## src/drcb_consts.svh

```systemverilog
// Purpose: constants of the second compander parameter block
// Assumes: included by drcb_pkg, drcb_top and the bench
// Notes: offsets are word indices; byte address is four times
`ifndef DRCB_CONSTS_SVH
`define DRCB_CONSTS_SVH
// register indices
`define DRCB_IDX_FXSTS   12'hE01
`define DRCB_IDX_GATE    12'hE8B
`define DRCB_IDX_KNEE    12'hE8C
`define DRCB_IDX_GKNEE   12'hE8D
`define DRCB_IDX_CTRL    12'hE90
`define DRCB_IDX_STAT    12'hE91
`define DRCB_IDX_BUDGET  12'hE92
// reset values
`define DRCB_RST_GATE    16'h0018
`define DRCB_RST_KNEE    16'h0000
`define DRCB_RST_GKNEE   16'h0000
`define DRCB_RST_CTRL    16'h0700
`define DRCB_RST_BUDGET  16'h0180
// admission costs, cycles per sample
`define DRCB_COST_COMP   16'h0080
`define DRCB_COST_MIX    16'h0040
// path layout: 0 left, 1 right, 2..5 mixers
`define DRCB_NPATH       6
`define DRCB_FIRST_MIX   3'h2
// fast-release decay times per 6dB, in ns
`define DRCB_CLK_MHZ     25
`define DRCB_FR_DCY0_NS  725000
`define DRCB_FR_DCY1_NS  1450000
`define DRCB_FR_DCY2_NS  5800000
`define DRCB_FIFO_DEPTH  16
`define DRCB_SAMPLE_W    24
`endif

```

## src/drcb_pkg.sv

```systemverilog
// Purpose: types shared by the second compander block
// Assumes: drcb_consts.svh supplies the numbers
// Notes: dB values are two's complement quarter-dB counts
`include "drcb_consts.svh"
package drcb_pkg;
  typedef struct packed {
    logic [4:0] rsv;
    logic [1:0] max_boost;   // compander_b_max_boost
    logic       fr_en;       // compander_b_fast_release_enable
    logic       gko_en;      // compander_b_gate_knee_out_enable
    logic       gate_en;     // compander_b_gate_enable
    logic [3:0] mix_req;     // mixer enable requests
    logic       req_r;       // right channel enable request
    logic       req_l;       // left channel enable request
  } drcb_ctrl_t;
  typedef struct packed {
    logic [3:0] floor_gain;  // compander_b_gate_floor_gain
    logic [1:0] expansion;   // compander_b_gate_expansion
    logic [1:0] fr_thr;      // compander_b_fast_release_threshold
    logic [1:0] fr_decay;    // compander_b_fast_release_decay
    logic [2:0] upper;       // compander_b_upper_slope
    logic [2:0] lower;       // compander_b_lower_slope
  } drcb_gate_t;
  typedef struct packed {
    logic [4:0] rsv;
    logic [5:0] knee_in;     // compander_b_knee_in_level
    logic [4:0] knee_out;    // compander_b_knee_out_level
  } drcb_knee_t;
  typedef struct packed {
    logic [5:0] rsv;
    logic [4:0] gk_in;       // compander_b_gate_knee_in_level
    logic [4:0] gk_out;      // compander_b_gate_knee_out_level
  } drcb_gknee_t;
  typedef struct packed {
    logic                      right;
    logic                      comp;  // set when the compander path handles it
    logic [`DRCB_SAMPLE_W-1:0] data;
  } drcb_sample_t;
  typedef struct packed {
    logic [9:0] max_boost_q;
    logic [9:0] floor_q;
    logic [9:0] fr_thr_q;
    logic [9:0] knee_in_q;
    logic [9:0] knee_out_q;
    logic [9:0] gate_in_q;
    logic [9:0] gate_out_q;
    logic [1:0] exp_shift;   // slope is 2^exp_shift
    logic [2:0] hi_shift;    // slope is 2^-hi_shift
    logic       hi_zero;
    logic [2:0] lo_shift;
    logic       lo_zero;
    logic       gate_on;
    logic       gate_out_on;
    logic       fr_on;
    logic       fr_tick;
  } drcb_cfg_t;
endpackage

```

## src/drcb_fifo.sv

```systemverilog
// Purpose: sample FIFO with a registered read port
// Assumes: one clock, synchronous reset
// Notes: the output register holds one sample beyond DEPTH
`timescale 1ns/1ps
`default_nettype none
module drcb_fifo #(
  parameter int W     = 8,
  parameter int DEPTH = 16
) (
  input  wire logic         clk,
  input  wire logic         srst,
  input  wire logic         in_valid,
  output logic              in_ready,
  input  wire logic [W-1:0] in_data,
  output logic              out_valid,
  input  wire logic         out_ready,
  output logic [W-1:0]      out_data
);
  localparam int AW = $clog2(DEPTH);
  typedef struct packed {
    logic [DEPTH-1:0][W-1:0] mem;  // storage words
    logic [AW-1:0]           wp;   // write pointer
    logic [AW-1:0]           rp;   // read pointer
    logic [AW:0]             cnt;  // words held in storage
    logic                    ov;   // output register full
    logic [W-1:0]            od;   // output register
  } drcb_fifo_st_t;
  drcb_fifo_st_t s, next_s;
  logic push;
  logic load;
  // full only when storage holds DEPTH words
  assign in_ready  = (s.cnt != (AW+1)'(DEPTH));
  assign out_valid = s.ov;
  assign out_data  = s.od;
  // next-state logic
  always_comb begin
    next_s = s;
    push   = in_valid && in_ready;
    load   = (s.cnt != '0) && (!s.ov || out_ready);
    if (out_ready && s.ov) begin
      next_s.ov = 1'b0;
    end
    if (load) begin  // refill the output register from the head
      next_s.od = s.mem[s.rp];
      next_s.ov = 1'b1;
      next_s.rp = s.rp + 1'b1;
    end
    if (push) begin
      next_s.mem[s.wp] = in_data;
      next_s.wp        = s.wp + 1'b1;
    end
    next_s.cnt = s.cnt + (AW+1)'(push) - (AW+1)'(load);
  end
  // state register
  always_ff @(posedge clk) begin
    if (srst) begin
      s <= '0;
    end else begin
      s <= next_s;
    end
  end
endmodule // drcb_fifo
`default_nettype wire

```

## src/drcb_admit.sv

```systemverilog
// Purpose: one-request clock budget check
// Assumes: request stands one cycle
// Notes: answer comes one cycle after the request
`timescale 1ns/1ps
`default_nettype none
module drcb_admit (
  input  wire logic        clk,
  input  wire logic        srst,
  input  wire logic        req_valid,
  input  wire logic [15:0] req_cost,
  input  wire logic [15:0] load,
  input  wire logic [15:0] budget,
  output logic             done,
  output logic             grant
);
  typedef struct packed {
    logic done;   // answer strobe
    logic grant;  // request fits
  } drcb_admit_st_t;
  drcb_admit_st_t s, next_s;
  assign done  = s.done;
  assign grant = s.grant;
  // running load plus new path against the budget
  always_comb begin
    next_s.done  = req_valid;
    next_s.grant = req_valid && (({1'b0, load} + {1'b0, req_cost}) <= {1'b0, budget});
  end
  always_ff @(posedge clk) begin
    if (srst) begin
      s <= '0;
    end else begin
      s <= next_s;
    end
  end
endmodule // drcb_admit
`default_nettype wire

```

## src/drcb_top.sv

```systemverilog
// Purpose: second stereo compander parameters, clock budget admission, sample path
// Assumes: APB and stream partner on clk; srst synchronous
// Notes: dB outputs are two's complement quarter-dB counts
// Functional notes
// (RULE_01) Max boost code picks 12/18/24/36dB, reset 36dB
// (RULE_02) Gate floor gain -36dB plus 6dB per step
// (RULE_03) Gate expansion slope 1, 2, 4 or 8
// (RULE_04) Fast release threshold 12 to 30dB crest
// (RULE_05) Fast release decay 0.725, 1.45, 5.8ms per 6dB
// (RULE_06) Upper slope 1 down to 1/16 or 0
// (RULE_07) Lower slope 1 down to 1/8 or 0
// (RULE_08) Knee in/out levels in -0.75dB steps
// (RULE_09) Gate knee input level, used only with gate
// (RULE_10) Gate knee output level, used only when enabled
// (RULE_11) Check clock budget before admitting any path
// (RULE_12) Refused path stays off, underclock error raised
// (RULE_13) Refusal never disturbs paths already running
// (RULE_14) Underclock error on pin and as interrupt source
// (RULE_15) Effects status shows paths really enabled
// (RULE_16) Mixer status bits show successful enables
// (RULE_17) Status bit 7 right, bit 6 left channel
// (RULE_18) Gate enable bit, reset off, qualifies gate settings
// (RULE_19) Software must not write reserved codes
//
// Implementation choice: the APB register port.
`timescale 1ns/1ps
`default_nettype none
`include "drcb_consts.svh"
module drcb_top #(
  parameter int FR_DCY0_CYC = (`DRCB_FR_DCY0_NS * `DRCB_CLK_MHZ) / 1000,
  parameter int FR_DCY1_CYC = (`DRCB_FR_DCY1_NS * `DRCB_CLK_MHZ) / 1000,
  parameter int FR_DCY2_CYC = (`DRCB_FR_DCY2_NS * `DRCB_CLK_MHZ) / 1000
) (
  input  wire logic                  clk,
  input  wire logic                  srst,
  input  wire logic [15:0]           paddr,
  input  wire logic                  psel,
  input  wire logic                  penable,
  input  wire logic                  pwrite,
  input  wire logic [31:0]           pwdata,
  output logic                       pready,
  output logic [31:0]                prdata,
  output logic                       pslverr,
  input  wire logic                  in_valid,
  output logic                       in_ready,
  input  wire drcb_pkg::drcb_sample_t in_sample,
  output logic                       out_valid,
  input  wire logic                  out_ready,
  output drcb_pkg::drcb_sample_t     out_sample,
  input  wire logic [11:0]           other_fx_status,
  output drcb_pkg::drcb_cfg_t        gain_cfg,
  output logic [1:0]                 comp_active,
  output logic [3:0]                 mixer_active,
  output logic                       underclock_err,
  output logic                       underclock_pulse
);
  import drcb_pkg::*;

  typedef struct packed {
    logic                    rdy;      // APB answer strobe
    logic                    err;      // APB error for the answer
    logic [31:0]             rdata;    // APB read data
    drcb_ctrl_t              ctrl;     // software requests and enables
    drcb_gate_t              gate;     // gate and slope settings
    drcb_knee_t              knee;     // compressor knee
    drcb_gknee_t             gknee;    // gate knee
    logic [15:0]             budget;   // cycles per sample available
    logic [`DRCB_NPATH-1:0]  active;   // admitted paths
    logic [`DRCB_NPATH-1:0]  pending;  // requests awaiting the check
    logic                    busy;     // a check is in flight
    logic [2:0]              cur;      // path under check
    logic                    uc_err;   // sticky underclock error
    logic                    uc_pulse; // one-cycle underclock event
    logic [17:0]             fr_cnt;   // decay period counter
    drcb_cfg_t               cfg;      // decoded settings
    logic                    ov;       // output register full
    drcb_sample_t            od;       // output sample
  } drcb_st_t;

  drcb_st_t     s, next_s;
  logic [11:0]  idx;        // word index of the access
  logic         hit;        // mapped and aligned
  logic         wr_go;      // write takes effect this edge
  logic [15:0]  rd_val;     // read mux
  logic [15:0]  load;       // sum of admitted costs
  logic         adm_req;    // issue a check
  logic         adm_done;
  logic         adm_grant;
  logic [2:0]   pick;       // lowest pending path
  logic [17:0]  fr_period;  // decay period minus one
  logic         f_valid;    // fifo head
  logic         f_ready;
  drcb_sample_t f_data;
  logic [`DRCB_NPATH-1:0] req_vec;

  // word-aligned map check, shared by read and write
  function automatic logic reg_hit(input logic [11:0] i, input logic [1:0] lo);
    reg_hit = (lo == 2'h0) &&
              (i == `DRCB_IDX_FXSTS || i == `DRCB_IDX_GATE || i == `DRCB_IDX_KNEE ||
               i == `DRCB_IDX_GKNEE || i == `DRCB_IDX_CTRL || i == `DRCB_IDX_STAT ||
               i == `DRCB_IDX_BUDGET);
  endfunction

  // clock cycles a path consumes
  function automatic logic [15:0] path_cost(input logic [2:0] p);
    path_cost = (p < `DRCB_FIRST_MIX) ? `DRCB_COST_COMP : `DRCB_COST_MIX;
  endfunction

  // reserved codes fold to a neighbour [RULE_19]
  function automatic logic [9:0] boost_q(input logic [1:0] c);
    logic [9:0] q;
    q = 10'h000;
    unique case (c)
      2'h0: q = 10'h030;  // 12dB [RULE_01]
      2'h1: q = 10'h048;  // 18dB
      2'h2: q = 10'h060;  // 24dB
      2'h3: q = 10'h090;  // 36dB
    endcase
    return q;
  endfunction

  assign idx     = paddr[13:2];
  assign hit     = reg_hit(idx, paddr[1:0]) && (paddr[15:14] == 2'h0);
  assign wr_go   = psel && penable && s.rdy && pwrite && hit;
  assign pready  = s.rdy;
  assign pslverr = s.rdy && s.err;
  assign prdata  = s.rdata;
  assign comp_active      = s.active[1:0];
  assign mixer_active     = s.active[`DRCB_NPATH-1:2];
  assign underclock_err   = s.uc_err;    // routed to a GPIO select and the IRQ block [RULE_14]
  assign underclock_pulse = s.uc_pulse;  // edge for an interrupt controller [RULE_14]
  assign gain_cfg   = s.cfg;
  assign out_valid  = s.ov;
  assign out_sample = s.od;
  assign f_ready    = !s.ov || out_ready;
  assign req_vec    = {s.ctrl.mix_req, s.ctrl.req_r, s.ctrl.req_l};

  // load of running paths; refused paths add nothing [RULE_11]
  always_comb begin
    load = 16'h0000;
    pick = 3'h0;
    for (int p = `DRCB_NPATH - 1; p >= 0; p--) begin
      if (s.active[p]) begin
        load = load + path_cost(3'(p));
      end
      if (s.pending[p]) begin
        pick = 3'(p);
      end
    end
  end

  // decay period per code; reserved 11 is slowest [RULE_05]
  always_comb begin
    fr_period = 18'(FR_DCY2_CYC - 1);
    unique case (s.gate.fr_decay)
      2'h0:    fr_period = 18'(FR_DCY0_CYC - 1);
      2'h1:    fr_period = 18'(FR_DCY1_CYC - 1);
      default: fr_period = 18'(FR_DCY2_CYC - 1);
    endcase
  end

  // register read mux
  always_comb begin
    rd_val = 16'h0000;
    unique case (idx)
      // this block owns bits 7:6 of the status field [RULE_15] [RULE_17]
      `DRCB_IDX_FXSTS: rd_val = {other_fx_status[11:8], s.active[1], s.active[0],
                                 other_fx_status[5:0], 4'h0};
      `DRCB_IDX_GATE:   rd_val = s.gate;
      `DRCB_IDX_KNEE:   rd_val = s.knee;
      `DRCB_IDX_GKNEE:  rd_val = s.gknee;
      `DRCB_IDX_CTRL:   rd_val = s.ctrl;
      `DRCB_IDX_STAT:   rd_val = {10'h000, s.active[`DRCB_NPATH-1:2], s.busy, s.uc_err}; // [RULE_16]
      `DRCB_IDX_BUDGET: rd_val = s.budget;
      default:          rd_val = 16'h0000;
    endcase
  end

  assign adm_req = !s.busy && (s.pending != '0);

  drcb_admit u_admit (
    .clk       (clk),
    .srst      (srst),
    .req_valid (adm_req),
    .req_cost  (path_cost(pick)),
    .load      (load),
    .budget    (s.budget),
    .done      (adm_done),
    .grant     (adm_grant)
  );

  drcb_fifo #(
    .W     ($bits(drcb_sample_t)),
    .DEPTH (`DRCB_FIFO_DEPTH)
  ) u_fifo (
    .clk       (clk),
    .srst      (srst),
    .in_valid  (in_valid),
    .in_ready  (in_ready),
    .in_data   (in_sample),
    .out_valid (f_valid),
    .out_ready (f_ready),
    .out_data  (f_data)
  );

  // next-state logic for the whole block
  always_comb begin
    drcb_ctrl_t nc;
    nc     = drcb_ctrl_t'(pwdata[15:0]);
    next_s = s;
    next_s.uc_pulse = 1'b0;
    // APB: one wait state, the answer stands for one cycle
    if (psel && penable && !s.rdy) begin
      next_s.rdy   = 1'b1;
      next_s.err   = !hit;
      next_s.rdata = {16'h0000, rd_val};
    end else begin
      next_s.rdy = 1'b0;
    end
    // admission result lands first so a same-cycle write can still drop it
    if (adm_done) begin
      next_s.busy = 1'b0;
      if (adm_grant && s.pending[s.cur]) begin
        next_s.active[s.cur] = 1'b1;   // [RULE_11]
      end else if (s.pending[s.cur]) begin
        next_s.uc_err   = 1'b1;        // path stays off [RULE_12]
        next_s.uc_pulse = 1'b1;
      end
      next_s.pending[s.cur] = 1'b0;
    end
    if (adm_req) begin
      next_s.busy = 1'b1;
      next_s.cur  = pick;
    end
    if (wr_go) begin
      unique case (idx)
        `DRCB_IDX_GATE:   next_s.gate   = drcb_gate_t'(pwdata[15:0]);
        `DRCB_IDX_KNEE:   next_s.knee   = {5'h00, pwdata[10:0]};
        `DRCB_IDX_GKNEE:  next_s.gknee  = {6'h00, pwdata[9:0]};
        `DRCB_IDX_BUDGET: next_s.budget = pwdata[15:0];
        `DRCB_IDX_CTRL: begin
          next_s.ctrl     = nc;
          next_s.ctrl.rsv = 5'h00;
          // only new requests are checked; running paths stay [RULE_13]
          for (int p = 0; p < `DRCB_NPATH; p++) begin
            if (!nc[p]) begin
              next_s.active[p]  = 1'b0;
              next_s.pending[p] = 1'b0;
            end else if (!next_s.active[p]) begin
              next_s.pending[p] = 1'b1;
            end
          end
        end
        `DRCB_IDX_STAT: begin
          // write one clears; a same-cycle refusal wins [RULE_14]
          if (pwdata[0] && !(adm_done && !adm_grant && s.pending[s.cur])) begin
            next_s.uc_err = 1'b0;
          end
        end
        default: ;
      endcase
    end
    // fast-release decay tick while a channel runs
    next_s.cfg.fr_tick = 1'b0;
    if (!s.ctrl.fr_en || (s.active[1:0] == 2'h0)) begin
      next_s.fr_cnt = 18'h00000;
    end else if (s.fr_cnt >= fr_period) begin
      next_s.fr_cnt      = 18'h00000;
      next_s.cfg.fr_tick = 1'b1;       // one 6dB step of release [RULE_05]
    end else begin
      next_s.fr_cnt = s.fr_cnt + 18'h00001;
    end
    // decoded settings for the gain engine
    next_s.cfg.max_boost_q = boost_q(s.ctrl.max_boost); // [RULE_01]
    next_s.cfg.floor_q = 10'h370 + 10'(s.gate.floor_gain > 4'hC ? 4'hC : s.gate.floor_gain)
                         * 10'h018; // [RULE_02]
    next_s.cfg.exp_shift = s.gate.expansion; // [RULE_03]
    next_s.cfg.fr_thr_q  = 10'h030 + 10'(s.gate.fr_thr) * 10'h018; // [RULE_04]
    next_s.cfg.fr_on     = s.ctrl.fr_en;
    next_s.cfg.hi_zero   = (s.gate.upper >= 3'h5); // [RULE_06]
    next_s.cfg.hi_shift  = (s.gate.upper >= 3'h5) ? 3'h0 : s.gate.upper; // [RULE_06]
    next_s.cfg.lo_zero   = (s.gate.lower >= 3'h4); // [RULE_07]
    next_s.cfg.lo_shift  = (s.gate.lower >= 3'h4) ? 3'h0 : s.gate.lower; // [RULE_07]
    next_s.cfg.knee_in_q = 10'h000 - 10'(s.knee.knee_in > 6'h3C ? 6'h3C : s.knee.knee_in)
                           * 10'h003; // [RULE_08]
    next_s.cfg.knee_out_q = 10'h000 - 10'(s.knee.knee_out > 5'h1E ? 5'h1E : s.knee.knee_out)
                            * 10'h003; // [RULE_08]
    next_s.cfg.gate_on   = s.ctrl.gate_en; // [RULE_18]
    // gate knee input counts only with the gate
    next_s.cfg.gate_in_q = s.ctrl.gate_en ?
                           10'h370 - 10'(s.gknee.gk_in) * 10'h006 : 10'h000; // [RULE_09]
    next_s.cfg.gate_out_on = s.ctrl.gko_en;
    next_s.cfg.gate_out_q  = s.ctrl.gko_en ?
                             10'h388 - 10'(s.gknee.gk_out) * 10'h006 : 10'h000; // [RULE_10]
    // floor gain and expansion need the gate
    if (!s.ctrl.gate_en) begin
      next_s.cfg.floor_q   = 10'h000; // [RULE_18]
      next_s.cfg.exp_shift = 2'h0;
    end
    // sample path: mark samples of admitted channels
    if (out_ready && s.ov) begin
      next_s.ov = 1'b0;
    end
    if (f_valid && f_ready) begin
      next_s.ov      = 1'b1;
      next_s.od      = f_data;
      next_s.od.comp = f_data.right ? s.active[1] : s.active[0];
    end
  end

  // state register
  always_ff @(posedge clk) begin
    if (srst) begin
      s        <= '0;
      s.ctrl   <= `DRCB_RST_CTRL;
      s.gate   <= `DRCB_RST_GATE;
      s.knee   <= `DRCB_RST_KNEE;
      s.gknee  <= `DRCB_RST_GKNEE;
      s.budget <= `DRCB_RST_BUDGET;
    end else begin
      s <= next_s;
    end
  end
endmodule // drcb_top
`default_nettype wire

```

## config.mk

```make
export PLATFORM = sky130hd
export DESIGN_NAME = drcb_top
export DESIGN_NICKNAME = d
export VERILOG_FILES = /design/src/drcb_pkg.sv /design/src/drcb_fifo.sv /design/src/drcb_admit.sv /design/src/drcb_top.sv
export VERILOG_INCLUDE_DIRS = /design/src
export SDC_FILE = /design/constraint.sdc
export NUM_CORES = 2
export LEC_CHECK = 0
export ABC_AREA = 1
export BUFFER_PORTS_ARGS = -buffer_cell sky130_fd_sc_hd__buf_2
export CORE_ASPECT_RATIO = 1.1
export CORE_MARGIN = 4
export CORE_UTILIZATION = 25
export CTS_CLUSTER_DIAMETER = 40
export CTS_CLUSTER_SIZE = 16
export DETAILED_ROUTE_END_ITERATION = 10
export PLACE_DENSITY_LB_ADDON = 0.1
export SYNTH_ARGS = -nofsm -noshare
export SYNTH_HDL_FRONTEND = slang
export SYNTH_SLANG_ARGS = --single-unit
```

## constraint.sdc

```tcl
create_clock -name clk -period 8.1 [get_ports clk]
set_input_delay 1.62 -clock clk [delete_from_list [all_inputs] [get_ports clk]]
set_output_delay 1.62 -clock clk [all_outputs]
set_load 0.02 [all_outputs]
```

==> flow_metrics.env <==
export IMPL_multiInputGateArea_um2=13200
export IMPL_globalRouteOverflowTotal=0
export IMPL_dr_pass1_iters=5
export IMPL_run_status="complete, no violations"
export IMPL_layout_commonest_cell="a21oi_1"
export IMPL_track_usage_pct=17.0
export IMPL_regArea_um2=13100
export IMPL_die_x_um=343
export IMPL_fin_tns_setup_ps=0
export IMPL_critPathKind="reg -> reg"
export IMPL_dp_hpwl_um=68500
export IMPL_startpoint_type="register"
export IMPL_p_leak_nw=14.9
export IMPL_final_cell_mix="a21oi_1 (677), o21ai_0 (657), dfxtp_1 (649)"
export IMPL_finalHoldViolCount=0
export IMPL_drc=0
export IMPL_io_pins=247
export IMPL_design_die_area_um2=129000
export IMPL_nNetsFinal=4468
export IMPL_vias_per_cell=4.41
export IMPL_path_max_fanout=5
export IMPL_holdBufCountCts=0
export IMPL_die_h_um=377
export IMPL_final_antenna_net_count=0
export IMPL_cts_resized=0
export IMPL_cts_tree="yes"
export IMPL_gp_congestion=0.797
export IMPL_htreeDepth=4
export IMPL_ys_seq_area_share_pct=42.3
export IMPL_drive_above_1_share_pct=11.5
export IMPL_cp_arrival_ps=4660
export IMPL_fin_crit_sh_pct=50.2
export IMPL_synthCells=4311
export IMPL_timing_fmax_ghz=0.246
export IMPL_antenna_found_initial=16
export IMPL_detail_route_wl_per_cell_um=18.6
export IMPL_path_clk_slew_ps=50
export IMPL_initial_core_util_pct=25.3
export IMPL_cts_buffers_inserted=137
export IMPL_cts_setup_buffers=0
export IMPL_slew_headroom_pct=21.6
export IMPL_nFillCells=13500
export IMPL_synthesis_area_um2=30900
export IMPL_drv_slew=0
export IMPL_grt_pass1_wl_um=166000
export IMPL_numClockSinks=652
export IMPL_setup_viol=0
export IMPL_dr_total_vias=26600
export IMPL_powerDensity_nw_per_um2=304
export IMPL_whs_ps=437
export IMPL_syn_area_per_cell_um2=7.16
export IMPL_tightest_slew_ps=1170
export IMPL_area_growth_pct=19.1
export IMPL_core_um2=122000
export IMPL_port_buffer_count=196
export IMPL_min_path_type="reg -> reg"
export IMPL_worstSkewPairLatency_ps=730
export IMPL_max_cap_violations=0
export IMPL_rsz0062_at_grt="no"
export IMPL_cts_root_buf="clkbuf_16"
export IMPL_critPathCaptureType="register"
export IMPL_min_period_ps=4070
export IMPL_ir_drop_uv=183
export IMPL_grt_pass1_vias=25300
export IMPL_drtIter0Drc=1502
export IMPL_clock_skew_ps=31.1
export IMPL_synth_distinct_cells=39
export IMPL_synth_warnings=0
export IMPL_cts_path_max_buffers=3
export IMPL_ys_seq_elements=652
export IMPL_drt_total_wl_um=112000
export IMPL_grt_max_degree=184
export IMPL_num_rows=134
export IMPL_worstPathRequired_ps=8700
-- worst paths after layout --
kind	from	to	slack, ps	depth (start not counted)
setup / recovery	mixer_active[2]	u_admit.grant	4030	23
hold / removal	u_fifo.s[377]	u_fifo.s[377]	440	2
setup reg to reg	mixer_active[2]	u_admit.grant	4030	23
hold reg to reg	u_fifo.s[377]	u_fifo.s[377]	440	2
-- critical path, cell delays in order, from the launching register on --
cell     delay [ps]
dfxtp_1         430
inv_1           100
ha_1            340
xnor2_1         230
inv_1            80
ha_1            280
o21ai_0         280
inv_1            80
ha_1            280
inv_1            40
o21ai_0         240
ha_1            280
nand2_1          60
nand2_1         140
xnor2_1         160
inv_1            60
ha_1            310
nand3_1          80
nand2_1          60
nor2_1           30
o21ai_0         150
nand3_1          90
nand2_1          80
a31oi_1          80
-- synth_stat cells --
master | instances | area (µm²)
xor2_1 | 20 | 175
buf_1 | 26 | 97.6
nand3_1 | 248 | 1240
ha_1 | 88 | 1100
buf_6 | 2 | 22.5
or2_2 | 6 | 37.5
a211oi_1 | 1 | 7.51
nor3_2 | 1 | 10.0
nand2_1 | 324 | 1220
buf_4 | 148 | 1110
a31oi_1 | 1 | 6.26
fa_1 | 5 | 100
o31ai_1 | 2 | 15.0
nand4_1 | 54 | 338
o21bai_1 | 1 | 7.51
nand3_2 | 2 | 20.0
o211ai_1 | 28 | 210
xnor2_1 | 12 | 105
o221ai_1 | 5 | 43.8
nand2_2 | 1 | 6.26
nor3_1 | 39 | 195
a21o_1 | 2 | 15.0
o21a_1 | 2 | 15.0
nand3b_1 | 3 | 22.5
dfxtp_1 | 652 | 13100
nor2_2 | 1 | 6.26
nor2_1 | 343 | 1290
buf_2 | 35 | 175
nor4_1 | 1 | 6.26
clkinv_1 | 5 | 18.8
o21ai_0 | 657 | 3290
a21oi_1 | 677 | 3390
nor2_4 | 4 | 45.0
inv_1 | 637 | 2390
conb_1 | 1 | 3.75
inv_2 | 14 | 52.6
clkbuf_1 | 230 | 863
o21ai_1 | 31 | 155
a22oi_1 | 2 | 15.0
-- layout make-up --
cell class | count | share of cell area, %
multi-input cells | 2594 | 36.0
flip-flops and latches | 652 | 35.5
clock buffers | 187 | 10.8
inverters | 656 | 6.74
well taps | 1632 | 5.55
repair buffers | 241 | 3.62
clock inverters | 60 | 1.77
diodes | 4 | 0.0272
-- sequential cells by signal (all words and copies together), names as in the netlist, 2 cells and up --
register and cells:
u_fifo.s 413, s 84, gain_cfg 66, out_sample 26, u_fifo.out_data 25, prdata 16, req_vec 6, mixer_active 4
next_s 3, comp_active 2
-- where the power goes --
group	switching [mW]	internal, mW	total [mW]
Combinational	1.46	0.552	2.01
Sequential	0.179	3.39	3.57
Clock	1.88	3.73	5.61
-- cells by family (layout without fill, tap and decap cells) --
kind of cell               Yosys count  in the layout  share of synthesized area [%]
AOI/OAI and AO/OA                 1409           1409                           23.2
DFF                                652            652                           42.3
buffers and inverters             1097           1144                           15.3
other                                1             37                         0.0121
xor gates and xnor gates            32             32                          0.908
adders and majority gates           93             93                           3.89
and+or+nand+nor                   1027           1027                           14.4
-- per-layer routing --
metal / up-vias / track usage (%) / part of all wire [%]
met4: 6 / 5.93 / 3.2
met1: 11900 / 21.3 / 44
met3: 222 / 3.52 / 4.6
met2: 530 / 29.1 / 48
li1: 13900 / - / -
met5: - / 0 / 0.033
-- per-stage QoR --
step                power [mW]  setup WS [ps]  utilization [%]  std cells  cell area [µm²]
floorplan                 4.91           4410                -       4343            31000
global placement          5.69           3670             26.3       5775            32100
detailed placement        5.69           3690             26.3       5775            32100
CTS                       11.4           3940             30.1       6022            36800
global route              11.8           3590             30.1       6022            36800
finish                    11.2           4030             30.1       6026            36800
No activity file was read; power rests on OpenSTA's default activity.
